File: src/dc_diag_pkg.sv
// Package with constants and carrier types for the DC load diagnostic sequencer
package dc_diag_pkg;

	localparam int NUM_CH = 4;
	localparam int CLK_HZ = 125000000;

	// APB register byte offsets
	localparam logic [7:0] ADDR_CTRL = 8'h00;
	localparam logic [7:0] ADDR_STATE_REQ = 8'h04;
	localparam logic [7:0] ADDR_STATE_RB = 8'h08;
	localparam logic [7:0] ADDR_REPORT_12 = 8'h0C;
	localparam logic [7:0] ADDR_REPORT_34 = 8'h10;
	localparam logic [7:0] ADDR_SL_THRESH = 8'h14;
	localparam logic [7:0] ADDR_LO_ENABLE = 8'h18;

	// Control register field positions
	localparam int CTRL_DC_EN_BIT = 0;
	localparam int CTRL_AC_EN_BIT = 1;
	localparam int CTRL_SKIP_BIT = 2;
	localparam int CTRL_CANCEL_BIT = 3;

	// Reset values
	localparam logic [3:0] CTRL_RESET = 4'h1;
	localparam logic [7:0] SL_THRESH_RESET = 8'h10;
	localparam logic [3:0] LO_ENABLE_RESET = 4'h0;

	// Channel state request codes
	localparam logic [1:0] REQ_PLAY = 2'h0;
	localparam logic [1:0] REQ_HIZ = 2'h1;
	localparam logic [1:0] REQ_MUTE = 2'h2;
	localparam logic [1:0] REQ_DIAG = 2'h3;

	// Channel state readback codes
	localparam logic [2:0] RB_PLAY = 3'h0;
	localparam logic [2:0] RB_HIZ = 3'h1;
	localparam logic [2:0] RB_MUTE = 3'h2;
	localparam logic [2:0] RB_DIAG = 3'h3;

	// Fault report field positions within a channel nibble
	localparam int FLT_S2G = 0;
	localparam int FLT_S2P = 1;
	localparam int FLT_SL = 2;
	localparam int FLT_OL = 3;

	// Timing
	localparam int POR_MS = 10;
	localparam int RETEST_MS = 750;
	localparam int STEP_US = 100;
	localparam int POR_CYCLES = CLK_HZ / 1000 * POR_MS;
	localparam int RETEST_CYCLES = CLK_HZ / 1000 * RETEST_MS;
	localparam int STEP_CYCLES = CLK_HZ / 1000000 * STEP_US;

	// Sequencer states, one-hot
	typedef enum logic [6:0] {
		ST_IDLE = 7'h01,
		ST_S2G = 7'h02,
		ST_S2P = 7'h04,
		ST_SL = 7'h08,
		ST_OL = 7'h10,
		ST_LO = 7'h20,
		ST_DONE = 7'h40
	} diag_state_t;

	// Per-channel analog comparator results
	typedef struct packed {
		logic gnd_short;
		logic sup_short;
		logic [7:0] load_ohm;
		logic open_load;
		logic line_load;
	} sense_t;

	// Per-channel state
	typedef struct packed {
		diag_state_t st;
		logic [3:0] fault;
		logic pass;
		logic init_pass;
		logic [2:0] rb;
		logic retest_armed;
		logic [29:0] retest_cnt;
		logic [1:0] req_prev;
	} chan_t;

endpackage : dc_diag_pkg

File: src/dc_load_diagnostic_sequencer.sv
// DC load diagnostic sequencer with APB register access
//
// Chosen here: the address map and register access over APB.
`timescale 1ns/100ps
`default_nettype none

module dc_load_diagnostic_sequencer import dc_diag_pkg::*; #(
	parameter int POR_WAIT = POR_CYCLES,
	parameter int RETEST_WAIT = RETEST_CYCLES,
	parameter int STEP_WAIT = STEP_CYCLES
) (
	// Clock and reset
	input wire logic core_clk_in,
	input wire logic rst_in,
	// APB slave
	input wire logic psel_in,
	input wire logic penable_in,
	input wire logic pwrite_in,
	input wire logic [7:0] paddr_in,
	input wire logic [31:0] pwdata_in,
	output logic [31:0] prdata_out,
	output logic pready_out,
	output logic pslverr_out,
	// Pins
	input wire logic standby_in,
	input wire logic supply_ok_in,
	input wire logic fault_in,
	output logic fault_out,
	output logic fault_oe_out,
	// Analog test front end
	input wire sense_t [NUM_CH-1:0] sense_in,
	output logic [NUM_CH-1:0] test_drive_out,
	// Power stage permission and status
	output logic [NUM_CH-1:0] play_allow_out,
	output logic [NUM_CH-1:0] load_check_pass_flag_out,
	output logic ac_diag_enable_out
);

	typedef struct packed {
		logic [3:0] ctrl;
		logic [2*NUM_CH-1:0] channel_state_request;
		logic [8*NUM_CH-1:0] sl_thresh;
		logic [NUM_CH-1:0] lo_enable;
		logic [31:0] por_cnt;
		logic por_done;
		logic [1:0] stby_sync;
		logic stby_prev;
		logic auto_used;
		logic [31:0] step_cnt;
		chan_t [NUM_CH-1:0] ch;
		// Marks a run launched by the standby edge, so its result can waive transition runs
		logic [NUM_CH-1:0] auto_run;
		logic [31:0] prdata;
	} state_t;

	state_t s_q;
	state_t s_d;
	sense_t [NUM_CH-1:0] sense_q1;
	sense_t [NUM_CH-1:0] sense_q2;
	logic [1:0] supply_sync_q;

	function automatic logic [1:0] req_of(input logic [2*NUM_CH-1:0] v, input int i);
		req_of = v[2*i +: 2];
	endfunction : req_of

	function automatic logic [3:0] nib(input chan_t c);
		nib = c.fault;
	endfunction : nib

	// Sense lines come from analog comparators, so they are synchronised first
	always_ff @(posedge core_clk_in or posedge rst_in) begin
		if (rst_in) begin
			sense_q1 <= '0;
			sense_q2 <= '0;
			supply_sync_q <= 2'h0;
		end else begin
			sense_q1 <= sense_in;
			sense_q2 <= sense_q1;
			supply_sync_q <= {supply_sync_q[0], supply_ok_in};
		end
	end

	logic step_tick;
	logic apb_wr;
	logic apb_rd;
	logic stby_rise;
	logic dc_en;
	logic skip;
	logic cancel;
	logic [1:0] rq;
	logic [1:0] rq_prev;
	logic start;
	logic auto_start;
	logic [3:0] f;

	always_comb begin
		s_d = s_q;
		apb_wr = psel_in && penable_in && pwrite_in;
		apb_rd = psel_in && !penable_in && !pwrite_in;
		dc_en = s_q.ctrl[CTRL_DC_EN_BIT];
		skip = s_q.ctrl[CTRL_SKIP_BIT];
		cancel = s_q.ctrl[CTRL_CANCEL_BIT];
		step_tick = (s_q.step_cnt == 32'(STEP_WAIT - 1));
		rq = 2'h0;
		rq_prev = 2'h0;
		start = 1'b0;
		auto_start = 1'b0;
		f = 4'h0;

		// Power-on initialisation holds the fault pin low until done
		if (!s_q.por_done) begin
			s_d.por_cnt = s_q.por_cnt + 32'h1;
			if (s_q.por_cnt == 32'(POR_WAIT - 1)) begin
				s_d.por_done = 1'b1;
			end
		end

		s_d.stby_sync = {s_q.stby_sync[0], standby_in};
		s_d.stby_prev = s_q.stby_sync[1];
		stby_rise = s_q.por_done && s_q.stby_sync[1] && !s_q.stby_prev;

		// Slow step clock for test phases, free-running and never gated
		s_d.step_cnt = step_tick ? 32'h0 : s_q.step_cnt + 32'h1;

		// APB writes; register content only changes in the access phase
		if (apb_wr) begin
			case (paddr_in)
				ADDR_CTRL: s_d.ctrl = pwdata_in[3:0];
				ADDR_STATE_REQ: s_d.channel_state_request = pwdata_in[2*NUM_CH-1:0];
				ADDR_SL_THRESH: s_d.sl_thresh = pwdata_in[8*NUM_CH-1:0];
				ADDR_LO_ENABLE: s_d.lo_enable = pwdata_in[NUM_CH-1:0];
				default: ;
			endcase
		end

		for (int i = 0; i < NUM_CH; i++) begin
			rq = req_of(s_d.channel_state_request, i);
			rq_prev = s_q.ch[i].req_prev;
			s_d.ch[i].req_prev = rq;
			start = 1'b0;
			auto_start = 1'b0;

			// Automatic run on first standby rise, unless cancelled
			if (stby_rise && !s_q.auto_used && !cancel && dc_en) begin
				start = 1'b1;
				auto_start = 1'b1;
			end
			// Leaving high-impedance for mute or play
			if (s_q.stby_sync[1] && !skip && dc_en && rq_prev == REQ_HIZ
					&& (rq == REQ_PLAY || rq == REQ_MUTE) && !s_q.ch[i].init_pass) begin
				start = 1'b1;
			end
			// Manual run when the request changes to diagnostic from any other request
			if (rq == REQ_DIAG && rq_prev != REQ_DIAG) begin
				start = 1'b1;
			end
			// Retest of a faulted channel, own timer per channel
			if (s_q.ch[i].retest_armed) begin
				if (!dc_en) begin
					s_d.ch[i].retest_armed = 1'b0;
				end else if (s_q.ch[i].retest_cnt == 30'(RETEST_WAIT - 1)) begin
					s_d.ch[i].retest_armed = 1'b0;
					start = 1'b1;
				end else begin
					s_d.ch[i].retest_cnt = s_q.ch[i].retest_cnt + 30'h1;
				end
			end

			case (s_q.ch[i].st)
				ST_IDLE: begin
					if (start && supply_sync_q[1]) begin
						s_d.ch[i].st = ST_S2G;
						s_d.ch[i].fault = 4'h0;
						s_d.ch[i].pass = 1'b0;
						s_d.ch[i].rb = RB_DIAG;
						s_d.ch[i].retest_armed = 1'b0;
						s_d.auto_run[i] = auto_start;
					end else if (!s_q.ch[i].pass && rq != REQ_DIAG) begin
						s_d.ch[i].rb = RB_HIZ;
					end else if (rq == REQ_PLAY) begin
						s_d.ch[i].rb = RB_PLAY;
					end else if (rq == REQ_MUTE) begin
						s_d.ch[i].rb = RB_MUTE;
					end else if (rq == REQ_HIZ) begin
						s_d.ch[i].rb = RB_HIZ;
					end
				end
				ST_S2G: if (step_tick) begin
					if (sense_q2[i].gnd_short) s_d.ch[i].fault[FLT_S2G] = 1'b1;
					s_d.ch[i].st = ST_S2P;
				end
				ST_S2P: if (step_tick) begin
					if (sense_q2[i].sup_short) s_d.ch[i].fault[FLT_S2P] = 1'b1;
					s_d.ch[i].st = ST_SL;
				end
				ST_SL: if (step_tick) begin
					if (sense_q2[i].load_ohm < s_q.sl_thresh[8*i +: 8]) begin
						s_d.ch[i].fault[FLT_SL] = 1'b1;
					end
					s_d.ch[i].st = ST_OL;
				end
				ST_OL: if (step_tick) begin
					if (sense_q2[i].open_load) begin
						s_d.ch[i].fault[FLT_OL] = 1'b1;
						// Line test may pop, so it only runs when asked for
						s_d.ch[i].st = s_q.lo_enable[i] ? ST_LO : ST_DONE;
					end else begin
						s_d.ch[i].st = ST_DONE;
					end
				end
				ST_LO: if (step_tick) begin
					// A line-output load clears the open-load flag, so it reports no open-load fault
					if (sense_q2[i].line_load) s_d.ch[i].fault[FLT_OL] = 1'b0;
					s_d.ch[i].st = ST_DONE;
				end
				ST_DONE: begin
					f = s_q.ch[i].fault;
					s_d.ch[i].st = ST_IDLE;
					s_d.ch[i].rb = RB_HIZ;
					if (f == 4'h0) begin
						s_d.ch[i].pass = 1'b1;
						if (s_q.auto_run[i]) s_d.ch[i].init_pass = 1'b1;
					end else begin
						s_d.ch[i].pass = 1'b0;
						s_d.ch[i].retest_armed = 1'b1;
						s_d.ch[i].retest_cnt = 30'h0;
					end
				end
				default: s_d.ch[i].st = ST_IDLE;
			endcase
		end
		if (stby_rise) s_d.auto_used = 1'b1;

		// Read data captured in the setup phase, held for the access phase
		if (apb_rd) begin
			s_d.prdata = 32'h0;
			case (paddr_in)
				ADDR_CTRL: s_d.prdata[3:0] = s_q.ctrl;
				ADDR_STATE_REQ: s_d.prdata[2*NUM_CH-1:0] = s_q.channel_state_request;
				ADDR_STATE_RB: begin
					for (int i = 0; i < NUM_CH; i++) begin
						s_d.prdata[4*i +: 3] = s_q.ch[i].rb;
						s_d.prdata[16+i] = s_q.ch[i].pass;
					end
				end
				ADDR_REPORT_12: s_d.prdata[7:0] = {nib(s_q.ch[1]), nib(s_q.ch[0])};
				ADDR_REPORT_34: s_d.prdata[7:0] = {nib(s_q.ch[3]), nib(s_q.ch[2])};
				ADDR_SL_THRESH: s_d.prdata[8*NUM_CH-1:0] = s_q.sl_thresh;
				ADDR_LO_ENABLE: s_d.prdata[NUM_CH-1:0] = s_q.lo_enable;
				default: s_d.prdata = 32'h0;
			endcase
		end
	end

	// Every register returns to its default under power-on reset
	always_ff @(posedge core_clk_in or posedge rst_in) begin
		if (rst_in) begin
			s_q <= '0;
			s_q.ctrl <= CTRL_RESET;
			s_q.channel_state_request <= {NUM_CH{REQ_HIZ}};
			s_q.sl_thresh <= {NUM_CH{SL_THRESH_RESET}};
			s_q.lo_enable <= LO_ENABLE_RESET;
			for (int i = 0; i < NUM_CH; i++) begin
				s_q.ch[i].st <= ST_IDLE;
				s_q.ch[i].rb <= RB_HIZ;
				s_q.ch[i].req_prev <= REQ_HIZ;
			end
		end else begin
			s_q <= s_d;
		end
	end

	always_comb begin
		for (int i = 0; i < NUM_CH; i++) begin
			test_drive_out[i] = (s_q.ch[i].st != ST_IDLE) && (s_q.ch[i].st != ST_DONE);
			play_allow_out[i] = s_q.ch[i].pass;
			load_check_pass_flag_out[i] = s_q.ch[i].pass;
		end
	end

	// Unmapped addresses read zero and never error
	assign prdata_out = s_q.prdata;
	assign pready_out = 1'b1;
	assign pslverr_out = 1'b0;
	assign fault_out = 1'b0;
	assign fault_oe_out = !s_q.por_done;
	assign ac_diag_enable_out = s_q.ctrl[CTRL_AC_EN_BIT];

endmodule : dc_load_diagnostic_sequencer

`default_nettype wire

File: config.mk
export PLATFORM = sky130hd
export DESIGN_NAME = dc_load_diagnostic_sequencer
export DESIGN_NICKNAME = d
export VERILOG_FILES = /design/src/dc_diag_pkg.sv /design/src/dc_load_diagnostic_sequencer.sv
export SDC_FILE = /design/constraint.sdc
export NUM_CORES = 1
export LEC_CHECK = 0
export ABC_AREA = 1
export BUFFER_PORTS_ARGS = -buffer_cell sky130_fd_sc_hd__buf_4
export CAP_MARGIN = 20
export CORE_AREA = 5 5 186 233
export CTS_CLUSTER_SIZE = 24
export DETAILED_ROUTE_END_ITERATION = 12
export DIE_AREA = 0 0 191 238
export HOLD_SLACK_MARGIN = 0.15
export PLACE_DENSITY = 0.8
export SYNTH_ARGS = -nofsm -noshare
export SYNTH_HDL_FRONTEND = slang
export SYNTH_SLANG_ARGS = --single-unit
export TNS_END_PERCENT = 30
File: constraint.sdc
create_clock -name core_clk_in -period 47.6 [get_ports core_clk_in]
set_input_delay 9.52 -clock core_clk_in [delete_from_list [all_inputs] [get_ports core_clk_in]]
set_output_delay 9.52 -clock core_clk_in [all_outputs]
set_load 0.02 [all_outputs]
# Word level (Yosys, flattened, before mapping)
# Cells that the tools add are included.
dict set report word_totals {
  ff_bits 447
  in_bits 96
  out_inout_bits 49
  word_cells 533
}
dict set report classes {
  n_addsub 6
  order_cmp 4
  n_eq_ne 120
  n_mux 177
  n_reduce_logical 126
}
# cell n
set ops {}
lappend ops {{$mux 30} 12}
lappend ops {{$mux 31} 8}
lappend ops {{$pmux 7 s6} 4}
lappend ops {{$add 30x1->30 const B} 4}
lappend ops {{$eq 30x27->1 const B} 4}
lappend ops {{$ne 2x2->1 const B} 52}
lappend ops {{$mux 7} 11}
lappend ops {{$mux 1} 73}
lappend ops {{$mux 8} 9}
lappend ops {{$add 32x1->32 const B} 2}
lappend ops {{$mux 32} 2}
lappend ops {{$mux 12} 5}
lappend ops {{$mux 3} 20}
lappend ops {{$reduce_and 4->1} 12}
lappend ops {{$reduce_and 6->1} 8}
lappend ops {{$mux 44} 1}
lappend ops {{$pmux 4 s2} 5}
lappend ops {{$logic_and 1x1->1} 39}
lappend ops {{$eq 32x14->1 const B} 1}
lappend ops {{$eq 32x21->1 const B} 1}
lappend ops {{$lt 8x8->1} 4}
lappend ops {{$pmux 1 s2} 16}
lappend ops {{$reduce_bool 2->1} 16}
lappend ops {{$reduce_and 2->1} 15}
lappend ops {{29 further kinds} 109}

# Logic depth before layout (Yosys ltp)
dict set report depth {
  ltp_word 15
  depth_mapped 15
  ltp_nobuf 15
}

# Worst setup path before layout
# OpenSTA, ideal clock, no wires.
dict set report synth_path {
  kind {flip-flop to output port}
  from {reg s_q[78] in the netlist's numbering}
  to {out test_drive_out[0]}
  arrival_time_ps 1331
  t_required_ps 38080
  slack_ps 36749
  path_stages_with_launch 4
  n_path_buf 0
  cell_sequence {dfstp_2 -> inv_1 -> nor4_2 -> nor2_1}
}
dict set report synth_between {
  elab_chain_len 2
  word_cells_on_any_way 3
  classes_between {eq/ne (2); reduce/logical (1)}
}
# item line_no
set synth_lines {}
lappend synth_lines {{start, declared} dc_load_diagnostic_sequencer.sv:56} ;# state_t s_q;
lappend synth_lines {{$ne 7x1->1 or $ne 7x7->1 (tied branches)} dc_load_diagnostic_sequencer.sv:275} ;# test_drive_out[i] = (s_q.ch[i].st != ST_IDLE) && (s_q.ch[i].st != ST_DONE);
lappend synth_lines {{$logic_and 1x1->1 (*)} dc_load_diagnostic_sequencer.sv:275}
lappend synth_lines {{end, declared} dc_load_diagnostic_sequencer.sv:32} ;# output logic [NUM_CH-1:0] test_drive_out,
# Every way passes the cells marked *; elsewhere a longest branch is shown, timed or not.

# Final worst setup path
dict set report layout_path {
  from {reg s_q[229] in the netlist's numbering}
  to {out test_drive_out[3]}
}
# Same word-level chain as after synthesis.

==> flow_summary.ini <==
[cts]
cts_sinks = 435
root_buffer = clkbuf_16
cts_resized = 0
clock_path_buffers = 3
htree_levels = 2
hold_buffers = 0
cts_tree = done
cts_buffers = 45
cts_setup_buffers = 0
clk_pin_slew_ns = 0.06
clkLatencyLatePin_ns = 0.57

[place]
dp.cells = 3333
dpl_cell_area_sq_um = 23500
post-place-ws_ns = 35.21
dp_hpwl_microns = 40300
io_buffers = 140
gp_congestion = 0.955

[floorplan]
start_util = 0.541
fp.dieW_microns = 191
pin_count = 145
core_sq_um = 40800
dieHeight_microns = 238
floorplan.rows = 83
die_area_sq_um = 45500

[min_path]
min_from = sense_q1[37]
min_delay_path_depth = 0
hold_class = register to register
worstHoldEndpoint = sense_q2[37]

[sta]
fin_worst_skew_ns = 0.0253
worstMarginPinSlew_ns = 0.972
setup-violations-final = 0
rsz0062_at_grt = false
finalSetupTns_ns = 0
whs_ns = 0.343
min_period_ns = 11.66
timing.final.crit_share = 0.245
max_slew_margin = 0.352
setup_slack_ns = 35.94
max_freq_mhz = 85.8
maxSlewViolCount = 0
hold_viol_final = 0

[detailed_routing]
routed_via_density = 5.41
first_iter_violations = 1461
drc = 0
drt-pass1-iter-count = 6
totalWireLength_microns = 54400
vias = 18500
ant_nets = 0
routedWlPerCell_microns = 15.9

[power]
pwr-share-clk = 0.431
p_sw_uw = 209
p_leak_nw = 12.3
seq_power_share = 0.471
switching_share = 0.252
p_per_area_nw_per_um2 = 33.1
p_comb_frac = 0.098
p_int_uw = 619
peakVddDrop_mv = 0.0411

[finish]
regArea_sq_um = 10900
stdcell_area_sq_um = 25100
fill_cells = 3404
multi_input_area_sq_um = 9140
drive_gt1_frac = 0.125
syn2layout_area_growth_pct = 13.4
layout.cells.non_filler = 3419
nets = 2961

[global_routing]
met2_usage = 0.414
grt_max_degree = 140
grt_pass1_vias = 18500
antenna_found_initial = 3
busiest_layer = met2
grt_pass1_wl_microns = 89400
use_met1 = 0.291
globalRouteOverflowTotal = 0
grt_util_all_layers = 0.239
met3_usage = 0.0375

[logic_synthesis]
yosysWarnings = 0
yosys-top-cells-count = nand2_1 (604), dfrtp_1 (418), inv_1 (405)
synth_edf_count = 0
ys_types = 63
async_flop_share = 1.00
synth_top_cell_by_area = dfrtp_1
synth.top_cell.area_share = 0.473
syn_area_per_cell_sq_um = 8.16
yosysMostFrequentCell = nand2_1
synthTopCellsByArea = dfrtp_1 (47%), nand2_1 (10%), inv_1 (6.9%)
synth-seq-cells = 435
yosysSeqAreaShare = 0.494
synthCells = 2707
syn_area_sq_um = 22100
synth_ff_type = dfrtp_1

[worst_setup_path]
critPathArrivalTime_ns = 2.14
crit_fanout = 7
rrSetupSlack_ns = 44.79
endpoint_kind = primary output
reg2reg_depth = 11
criticalPathCategory = register to primary output
worstPathRequired_ns = 38.08
reg2reg_to = load_check_pass_flag_out[0]
reg2reg_from = dc_en
start_kind = register

[run]
cap_viol_max_count = 0

[status]
outcome = finished, final reports clean
registers in the layout, indices dropped and copies added (netlist names):
| register | cells |
|---|---|
| sense_q1 | 48 |
| load_check_pass_flag_out | 4 |
| sense_q2 | 48 |
| cancel | 1 |
| s_d | 2 |
| supply_sync_q | 2 |
| prdata_out | 32 |
| s_q | 294 |
| dc_en | 1 |
| rq_prev | 2 |
| ac_diag_enable_out | 1 |
stage by stage:
step	total power, mW	utilization
after floorplan	0.449	-
after global placement	0.473	0.575
after detailed placement	0.476	0.575
after CTS	0.835	0.612
after global routing	0.861	0.614
final	0.828	0.614
routing by layer:
layer,share of wire,vias up
met5,0.00024,-
met4,0.053,2
met3,0.054,164
met2,0.50,609
met1,0.40,8782
li1,-,8952
power groups by stage:
stage	logic, mW	registers [mW]	clock network [mW]
after floorplan	0.0555	0.394	0
after global placement	0.0775	0.395	0
after detailed placement	0.0799	0.396	0
after CTS	0.0803	0.390	0.365
after global routing	0.0906	0.391	0.380
final	0.0809	0.390	0.357
layout by cell type (no fill, tap or decap), types with 46 or more instances in the layout:
cell / synthesis / layout
o21ai_0: 96 / 96
nand4_1: 69 / 69
xor2_1: 58 / 58
clkbuf_16: 0 / 46
nand3_1: 131 / 131
nand2_1: 604 / 603
inv_1: 405 / 404
buf_4: 43 / 149
nor2_1: 282 / 282
dfrtp_1: 418 / 418
a21oi_1: 138 / 138
nor3_1: 81 / 80
area by class of cell:
type / instances / area share
antenna: 2 / 0.000200
clock buffer: 67 / 0.0531
clock inverter: 14 / 0.00719
inverter: 426 / 0.0642
multi-input combinational: 1771 / 0.365
sequential: 435 / 0.435
tap: 552 / 0.0276
timing repair buffer: 152 / 0.0476
worst max path at each step:
stage,slack [ns],startpoint,to
after floorplan,25.99,rst_in,ac_diag_enable_out
after global placement,35.26,rst_in,sense_q1[30]
after detailed placement,35.21,rst_in,sense_q1[30]
after CTS,35.83,rst_in,prdata_out[15]
after global routing,35.81,s_q[229],test_drive_out[3]
final,35.94,s_q[229],test_drive_out[3]
kinds of logic (layout without fill, tap and decap cells):
kind of cell | count (synthesis) | in the layout | share of synthesized area
buffers and inverters | 502 | 659 | 0.0936
AOI/OAI and AO/OA | 361 | 361 | 0.0930
DFF | 435 | 435 | 0.494
other | 2 | 5 | 0.000340
xor gates and xnor gates | 73 | 73 | 0.0289
adders and majority gates | 34 | 34 | 0.0192
and+or+nand+nor | 1300 | 1300 | 0.271
critical path, cell delays in order (launching register included):
cell and delay [ns]:
dfrtp_1 0.42, nor2_1 0.14, nand2_1 0.16, nor4_4 0.43, nor2_1 0.22, buf_4 0.21
Note: power is estimated with default switching activity, not from simulation.
